## src/include/psd_pkg.sv

```systemverilog
// Shared constants and types for the processor slice datapath
package psd_pkg;
    localparam int DATA_W   = 4;
    localparam int ADDR_W   = 4;
    localparam int WORDS    = 16;
    localparam int INSTR_W  = 8;
    localparam int CTRL_W   = 17;
    localparam int DECODE_BITS = 352;

    // Operand conditioning codes
    localparam logic [1:0] COND_ZERO = 2'h0;
    localparam logic [1:0] COND_ONE  = 2'h1;
    localparam logic [1:0] COND_TRUE = 2'h2;
    localparam logic [1:0] COND_COMP = 2'h3;

    // Output select codes
    localparam logic [1:0] OSEL_ALU = 2'h0;
    localparam logic [1:0] OSEL_A   = 2'h1;
    localparam logic [1:0] OSEL_B   = 2'h2;

    // Shift codes, shared by both shifters
    localparam logic [1:0] SH_NONE  = 2'h0;
    localparam logic [1:0] SH_LEFT  = 2'h1;
    localparam logic [1:0] SH_RIGHT = 2'h2;

    // ALU function codes
    localparam logic [1:0] FN_ADD = 2'h0;
    localparam logic [1:0] FN_AND = 2'h1;
    localparam logic [1:0] FN_OR  = 2'h2;
    localparam logic [1:0] FN_XOR = 2'h3;

    // Control word: 17 lines
    typedef struct packed {
        logic       asel_din;  // 1: data in, 0: A latch
        logic       bsel_ext;  // 1: extension reg, 0: B latch
        logic [1:0] acond;
        logic [1:0] bcond;
        logic [1:0] fn;
        logic [1:0] osel;
        logic [1:0] shift;
        logic       acc_we;
        logic       ext_load;
        logic       ext_shift;
        logic [1:0] spare;
    } psd_ctrl_t;

    localparam logic [DATA_W-1:0] ZERO_NIB = 4'h0;
    localparam logic [DATA_W-1:0] ONES_NIB = 4'hF;
endpackage

```

## src/include/psd_ctrl_if.sv

```systemverilog
`timescale 1ns/1ps
// Decoded control bundle between decoder and datapath
interface psd_ctrl_if;
    import psd_pkg::*;
    logic [psd_pkg::INSTR_W-1:0] instr;
    psd_ctrl_t                   ctrl;
    modport dec (input instr, output ctrl);
    modport dp  (output instr, input ctrl);
endinterface

```

## src/logic/psd_decode.sv

```systemverilog
`timescale 1ns/1ps
// Instruction decoder: constant lookup table to control lines
module psd_decode
    import psd_pkg::*;
(
    psd_ctrl_if.dec cif
);
    // Table function built from instruction fields
    function automatic psd_ctrl_t decode(input logic [INSTR_W-1:0] i);
        psd_ctrl_t c;
        c = '0;
        c.asel_din  = i[7];
        c.bsel_ext  = i[6];
        c.fn        = i[5:4];
        c.shift     = (i[1:0] == 2'h3) ? SH_NONE : i[1:0];
        c.osel      = (i[3:2] == 2'h3) ? OSEL_ALU : i[3:2];
        c.acond     = COND_TRUE;
        c.bcond     = COND_TRUE;
        if (i[5:4] == FN_ADD && i[3:2] == 2'h3) begin
            c.acond = i[1] ? COND_COMP : COND_TRUE;
            c.bcond = i[0] ? COND_COMP : COND_TRUE;
            c.shift = SH_NONE;
        end
        // Forced constants: B is zero or all ones, A may be zeroed
        if (i[5:4] == FN_OR && i[3:2] == 2'h3) begin
            c.acond = (i[1:0] == 2'h2) ? COND_ZERO : COND_TRUE;
            c.bcond = i[0] ? COND_ZERO : COND_ONE;
            c.shift = SH_NONE;
        end
        c.acc_we    = i[2] ^ i[3] ? 1'b0 : 1'b1;
        c.ext_load  = i[6] ? 1'b0 : i[0] & i[1];
        c.ext_shift = i[6] & (i[1:0] != 2'h0) & (i[1:0] != 2'h3);
        return c;
    endfunction

    assign cif.ctrl = decode(cif.instr);
endmodule

```

## src/logic/psd_slice.sv

```systemverilog
`timescale 1ns/1ps
// Four-bit cascadable processor slice datapath
// Functional notes
// - Eight instruction lines decode through lookup tables into 17 controls.
// - Sixteen by four accumulator file read through independent A and B ports.
// - A port is read only; writes go to the B address.
// - Enabled writes happen in the clock low phase.
// - Clock held high computes results but stores nothing.
// - Port latches follow while clock high, hold from the falling edge.
// - First operand from data in or A latch; second from B or extension.
// - B operand passes as zero, all ones, true or complement; A operand as zero, true or complement.
// - Overflow flag plus high-true zero and low-true all-ones indications.
// - Data output chooses ALU result, A latch or B latch.
// - Data outputs driven only while output enable low.
// - Extension register loads the result or shifts one place.
// - Result stored unshifted or shifted one bit left or right.
// - Both shifters use bidirectional end pins joined across slices.
// - Carry look-ahead generate and propagate outputs allow cascading.
// - Extension register stores on low phase, commits at the rising edge.
// - Extension and accumulator shifts share direction controls.
module psd_slice
    import psd_pkg::*;
#(
    parameter int W = DATA_W
) (
    input  wire logic              mclk,
    input  wire logic              rstn,
    input  wire logic              phase_clk,
    input  wire logic [INSTR_W-1:0] instr,
    input  wire logic [ADDR_W-1:0] addr_a,
    input  wire logic [ADDR_W-1:0] addr_b,
    input  wire logic [W-1:0]      data_in,
    input  wire logic              carry_in,
    input  wire logic              oe_n,
    output logic [W-1:0]           data_out,
    output logic                   data_out_oe,
    output logic                   carry_out,
    output logic                   gen_n,
    output logic                   prop_n,
    output logic                   overflow,
    output logic                   zero_hi,
    output logic                   ones_n,
    input  wire logic              acc_lo_i,
    output logic                   acc_lo_o,
    output logic                   acc_lo_oe,
    input  wire logic              acc_hi_i,
    output logic                   acc_hi_o,
    output logic                   acc_hi_oe,
    input  wire logic              ext_lo_i,
    output logic                   ext_lo_o,
    output logic                   ext_lo_oe,
    input  wire logic              ext_hi_i,
    output logic                   ext_hi_o,
    output logic                   ext_hi_oe
);
    typedef struct packed {
        logic [1:0]   phs_sync;
        logic         phase_d;
        logic [6:0]   pin_sync1;
        logic [6:0]   pin_sync2;
        logic [W-1:0] lat_a;
        logic [W-1:0] lat_b;
        logic [W-1:0] ext_master;
        logic [W-1:0] ext;
        logic [W-1:0] dout;
        logic         ovf;
        logic         cout;
        logic         g_n;
        logic         p_n;
        logic         zh;
        logic         on;
    } psd_state_t;

    psd_state_t st_reg;
    psd_state_t st_next;
    logic [W-1:0] acc_mem [WORDS];
    logic [W-1:0] acc_wdata;
    logic         acc_wr;

    psd_ctrl_if cif ();
    assign cif.instr = instr;
    psd_decode u_dec (.cif(cif));

    function automatic logic [W-1:0] cond_op(input logic [1:0] c, input logic [W-1:0] v);
        case (c)
            COND_ZERO: cond_op = '0;
            COND_ONE:  cond_op = '1;
            COND_TRUE: cond_op = v;
            default:   cond_op = ~v;
        endcase
    endfunction

    psd_ctrl_t    c;
    logic         clk_hi;
    logic         fall;
    logic [W-1:0] op_a;
    logic [W-1:0] op_b;
    logic [W-1:0] f;
    logic [W:0]   sum;
    logic [W-1:0] ext_d;
    logic         cin_s;

    assign c      = cif.ctrl;
    assign clk_hi = st_reg.phs_sync[1];
    assign fall   = st_reg.phase_d & ~clk_hi;
    assign cin_s  = st_reg.pin_sync2[0];

    always_comb begin
        st_next = st_reg;
        st_next.phs_sync  = {st_reg.phs_sync[0], phase_clk};
        st_next.phase_d   = clk_hi;
        st_next.pin_sync1 = {acc_lo_i, acc_hi_i, ext_lo_i, ext_hi_i, 2'b00, carry_in};
        st_next.pin_sync2 = st_reg.pin_sync1;
        // Latches transparent while clock high
        if (clk_hi) begin
            st_next.lat_a = acc_mem[addr_a];
            st_next.lat_b = acc_mem[addr_b];
        end
        op_a = cond_op(c.acond, c.asel_din ? data_in : st_reg.lat_a);
        op_b = cond_op(c.bcond, c.bsel_ext ? st_reg.ext : st_reg.lat_b);
        sum  = {1'b0, op_a} + {1'b0, op_b} + {{W{1'b0}}, cin_s};
        case (c.fn)
            FN_ADD:  f = sum[W-1:0];
            FN_AND:  f = op_a & op_b;
            FN_OR:   f = op_a | op_b;
            default: f = op_a ^ op_b;
        endcase
        st_next.cout = sum[W];
        st_next.g_n  = ~sum[W];
        st_next.p_n  = ~(&(op_a | op_b));
        st_next.ovf  = (c.fn == FN_ADD) & (op_a[W-1] == op_b[W-1]) & (f[W-1] != op_a[W-1]);
        st_next.zh   = (f == '0);
        st_next.on   = ~(f == '1);
        case (c.osel)
            OSEL_A:  st_next.dout = st_reg.lat_a;
            OSEL_B:  st_next.dout = st_reg.lat_b;
            default: st_next.dout = f;
        endcase
        // Extension master loads in low phase; shift controls shared
        case (c.shift)
            SH_LEFT:  ext_d = {st_reg.ext[W-2:0], st_reg.pin_sync2[4]};
            SH_RIGHT: ext_d = {st_reg.pin_sync2[3], st_reg.ext[W-1:1]};
            default:  ext_d = st_reg.ext;
        endcase
        if (!clk_hi && c.ext_load) begin
            st_next.ext_master = f;
        end else if (!clk_hi && c.ext_shift) begin
            st_next.ext_master = ext_d;
        end
        if (clk_hi && !st_reg.phase_d) begin
            st_next.ext = st_reg.ext_master;
        end
        if (clk_hi) begin
            st_next.ext_master = st_next.ext;
        end
    end

    // Accumulator write data after shifter
    always_comb begin
        case (c.shift)
            SH_LEFT:  acc_wdata = {f[W-2:0], st_reg.pin_sync2[6]};
            SH_RIGHT: acc_wdata = {st_reg.pin_sync2[5], f[W-1:1]};
            default:  acc_wdata = f;
        endcase
        acc_wr = c.acc_we & fall;
    end

    always_ff @(posedge mclk) begin
        if (acc_wr) begin
            acc_mem[addr_b] <= acc_wdata;
        end
    end

    always_ff @(posedge mclk) begin
        if (!rstn) begin
            st_reg <= '0;
        end else begin
            st_reg <= st_next;
        end
    end

    assign data_out    = st_reg.dout;
    assign data_out_oe = ~oe_n;
    assign carry_out   = st_reg.cout;
    assign gen_n       = st_reg.g_n;
    assign prop_n      = st_reg.p_n;
    assign overflow    = st_reg.ovf;
    assign zero_hi     = st_reg.zh;
    assign ones_n      = st_reg.on;
    // End pins drive out in shift direction
    assign acc_lo_o    = f[0];
    assign acc_lo_oe   = (c.shift == SH_RIGHT);
    assign acc_hi_o    = f[W-1];
    assign acc_hi_oe   = (c.shift == SH_LEFT);
    assign ext_lo_o    = st_reg.ext[0];
    assign ext_lo_oe   = (c.shift == SH_RIGHT) & c.ext_shift;
    assign ext_hi_o    = st_reg.ext[W-1];
    assign ext_hi_oe   = (c.shift == SH_LEFT) & c.ext_shift;

    a_oe_follow: assert property (@(posedge mclk) disable iff (!rstn) data_out_oe == !oe_n)
        else $error("output enable mismatch");
    a_zero_flag: assert property (@(posedge mclk) disable iff (!rstn)
        (f == '0) |=> zero_hi)
        else $error("zero flag missing");
    a_no_write_hi: assert property (@(posedge mclk) disable iff (!rstn) clk_hi |-> !acc_wr)
        else $error("write while clock high");
    a_ext_hold: assert property (@(posedge mclk) disable iff (!rstn)
        (clk_hi && st_reg.phase_d) |=> $stable(st_reg.ext))
        else $error("extension changed while high");
    a_lat_hold: assert property (@(posedge mclk) disable iff (!rstn)
        !clk_hi |=> $stable(st_reg.lat_a))
        else $error("latch not holding");
    a_out_sel_a: assert property (@(posedge mclk) disable iff (!rstn)
        (c.osel == OSEL_A) |=> data_out == $past(st_reg.lat_a))
        else $error("output select wrong");
    a_ones_flag: assert property (@(posedge mclk) disable iff (!rstn)
        (f == '1) |=> !ones_n)
        else $error("ones flag wrong");
    a_shift_pins: assert property (@(posedge mclk) disable iff (!rstn)
        !(acc_lo_oe && acc_hi_oe))
        else $error("both shift ends driven");
endmodule

```

## config.mk

```make
export PLATFORM = sky130hd
export DESIGN_NAME = psd_slice
export DESIGN_NICKNAME = d
export VERILOG_FILES = /design/src/include/psd_pkg.sv /design/src/include/psd_ctrl_if.sv /design/src/logic/psd_decode.sv /design/src/logic/psd_slice.sv
export SDC_FILE = /design/constraint.sdc
export NUM_CORES = 1
export LEC_CHECK = 0
export BUFFER_PORTS_ARGS = -buffer_cell sky130_fd_sc_hd__buf_2
export CORE_ASPECT_RATIO = 1.1
export CORE_UTILIZATION = 60
export CTS_BUF_LIST = sky130_fd_sc_hd__clkbuf_8
export DETAILED_ROUTE_END_ITERATION = 7
export HOLD_SLACK_MARGIN = 0.03
export PLACE_DENSITY = 0.9
export SETUP_SLACK_MARGIN = 0.3
export SYNTH_ARGS = -nofsm -noshare
export SYNTH_HDL_FRONTEND = slang
export SYNTH_SLANG_ARGS = --single-unit
```

## constraint.sdc

```tcl
create_clock -name mclk -period 8.8 [get_ports mclk]
set_input_delay 0.88 -clock mclk [delete_from_list [all_inputs] [get_ports mclk]]
set_output_delay 0.88 -clock mclk [all_outputs]
set_load 0.05 [all_outputs]
```

==> results.json <==
{
  "status": "complete, no violations",
  "largest_reg_flops": 64,
  "syn-num-nets": 481,
  "cp-startpoint": "instr[2]",
  "synth_cells": 437,
  "max-slew-margin-rel": 0.331,
  "cts.path.max_buffers": 2,
  "row_count": 35,
  "post-route-util": 0.682,
  "fin_crit_sh": 0.539,
  "layout_commonest_cell": "edfxtp_1",
  "cp.arrival_ns": 3.86,
  "cts_num_sinks": 103,
  "start_kind": "primary input",
  "timing_hold_violations_final": 0,
  "grt.total_usage": 0.285,
  "antenna_found_initial": 0,
  "rsz0062_at_grt": "no",
  "grt_pass1_vias": 3707,
  "syn_area_per_cell_um2": 12.2,
  "core_um2": 8500,
  "io_pins": 48,
  "clock.fmax_ghz": 0.211,
  "endpoint": "acc_hi_o",
  "rrSetupSlack_ns": 5.30,
  "n_antenna_cell": 0,
  "power.density_nw_per_um2": 176,
  "die-area_um2": 9280,
  "crit_type": "primary input to primary output",
  "drc_errors": 0,
  "start_util": 0.628,
  "synthTopCellsByArea": "edfxtp_1 36%, dfxtp_1 15%, mux4_2 9.7%, mux2i_1 6.4%, mux2_2 3.6%",
  "netlist-cell-type-count": 52,
  "path_clk_slew_ns": 0.11,
  "vias": 3883,
  "synth.largest_area_cell": "edfxtp_1",
  "synth_top_area_share": 0.360,
  "gr-total-overflow": 0,
  "fin_ws_ns": 4.06,
  "worst_slew_pin_slew_ns": 0.990,
  "setup_tns_ns": 0,
  "drv_slew": 0,
  "grt_pass1_wl_um": 19400,
  "cts_tree": "done",
  "setup.worst_path.end_class": "primary output",
  "dp_slack_ns": 4.02,
  "postCtsSetupBuffers": 0,
  "vdd_ir_drop_max_mv": 0.125,
  "numPortBuffers": 47,
  "yosysSeqAreaShare": 0.506,
  "crit_fanout": 8,
  "fin_skew_ns": 0.0205,
  "drt-initial-drc-count": 587,
  "ff2ff_path_depth": 10,
  "htree_levels": 3,
  "regArea_um2": 2700,
  "grt_max_degree": 31,
  "p_leak_nw": 2.22,
  "synthArstFlopShare": 0,
  "drive_above_1_share": 0.236,
  "critPathRequiredTime_ns": 7.92,
  "multi_input_area_um2": 2380,
  "cts_resized": 0,
  "synth_seq_cells": 103,
  "die_x_um": 91.9,
  "routed_via_density": 6.63,
  "syn_area_um2": 5340,
  "clock_latency_ns": 0.38,
  "synth-edff-count": 64,
  "wl_per_cell_um": 21.2,
  "gp_congestion": 0.999,
  "final-setup-viol-count": 0,
  "nets": 514,
  "drt_wl_total_um": 12400,
  "r2r_end": "acc_mem[8][2]",
  "synth_flop_cell": "edfxtp_1",
  "cap_violations": 0,
  "cts-buffers-inserted": 9,
  "final_cell_mix": "64 x edfxtp_1, 47 x buf_2, 40 x nor2_1",
  "r2r-start": "ext_lo_o",
  "dieHeight_um": 101,
  "clockRootBuffer": "clkbuf_8",
  "final.fill_count": 595,
  "worstHoldStart": "st_next[32]",
  "yosysWarnings": 0,
  "area_delta_synth_final_pct": 8.63,
  "drt-pass1-iter-count": 5,
  "hpwl_um": 9270,
  "min_period_ns": 4.74,
  "ant_nets": 0,
  "min_path_type": "flop to flop",
  "holdBufCountCts": 0
}
-- synth_stat cells (3+ instances only) --
cell and count:
ha_1 13, buf_2 5, mux2_2 17, o22a_1 4
mux2i_1 34, o21ai_0 19, a22oi_1 11, mux4_2 23
and2_1 16, clkbuf_1 13, nand2b_1 4, nand3_1 3
inv_1 24, a21oi_1 12, a221o_1 7, o221ai_1 5
nand2_1 22, a221oi_1 6, nor2b_1 5, nor3_1 5
xor2_1 4, o22ai_1 3, nor2_1 40, dfxtp_1 39
buf_4 5, edfxtp_1 64
-- worst min path at each step --
| stage | end | slack [ns] | cells after the start |
|---|---|---|---|
| 2_1_floorplan | st_reg[32] | 0.41 | 1 |
| 3_3_place_gp | cin_s | 0.42 | 1 |
| 3_5_place_dp | st_reg[31] | 0.42 | 1 |
| 4_1_cts | st_reg[32] | 0.43 | 1 |
| 5_1_grt | st_reg[32] | 0.45 | 1 |
| 6_report | st_reg[32] | 0.41 | 1 |
-- metrics by stage --
stage	hold WS, ns	area [um^2]	total power (W)	std cells
after floorplan	0.412	5340	0.000669	437
after global placement	0.417	5580	0.000706	570
after detailed placement	0.419	5580	0.000710	570
after CTS	0.425	5800	0.00102	586
after global routing	0.448	5800	0.00105	586
final	0.414	5800	0.00102	586
-- power breakdown --
group,switching (W),leakage (nW),internal (W),total [W]
Combinational,0.000106,1.21,0.0000576,0.000163
Sequential,0.00000642,0.900,0.000533,0.000540
Clock,0.000179,0.107,0.000140,0.000318
-- cells by family (layout without fill, tap and decap cells) --
logic type	after synthesis	after routing	share of synthesized area
AO/OA/AOI/OAI	76	76	0.0992
XOR/XNOR	5	5	0.00820
adder cells (fa/ha/maj)	15	15	0.0380
buffers and inverters	53	91	0.0474
flip-flops	103	103	0.506
multiplexers	74	74	0.197
AND/OR/NAND/NOR	111	111	0.104
-- cell type report --
type                            count  area share
Clock buffer                        9      0.0214
Inverter                           25      0.0162
Timing Repair Buffer               50      0.0445
Tap cell                          111      0.0240
Clock inverter                      7      0.0170
Sequential cell                   103       0.466
Multi-Input combinational cell    281       0.411
-- metal layers --
layer,vias up,GRT usage,share of wire
met5,-,0,0
li1,1706,-,-
met3,53,0.0633,0.11
met2,310,0.450,0.47
met1,1814,0.367,0.37
met4,0,0.159,0.045
-- critical path: stages --
cell and delay [ns]:
buf_2 0.10, ha_1 0.18, nor4bb_1 0.86, a311oi_1 0.11, a21oi_1 0.29, inv_1 0.08
ha_1 0.32, nand2_1 0.06, a31o_2 0.27, nor3_4 0.37, buf_2 0.34
Note: power is estimated with default switching activity, not from simulation.
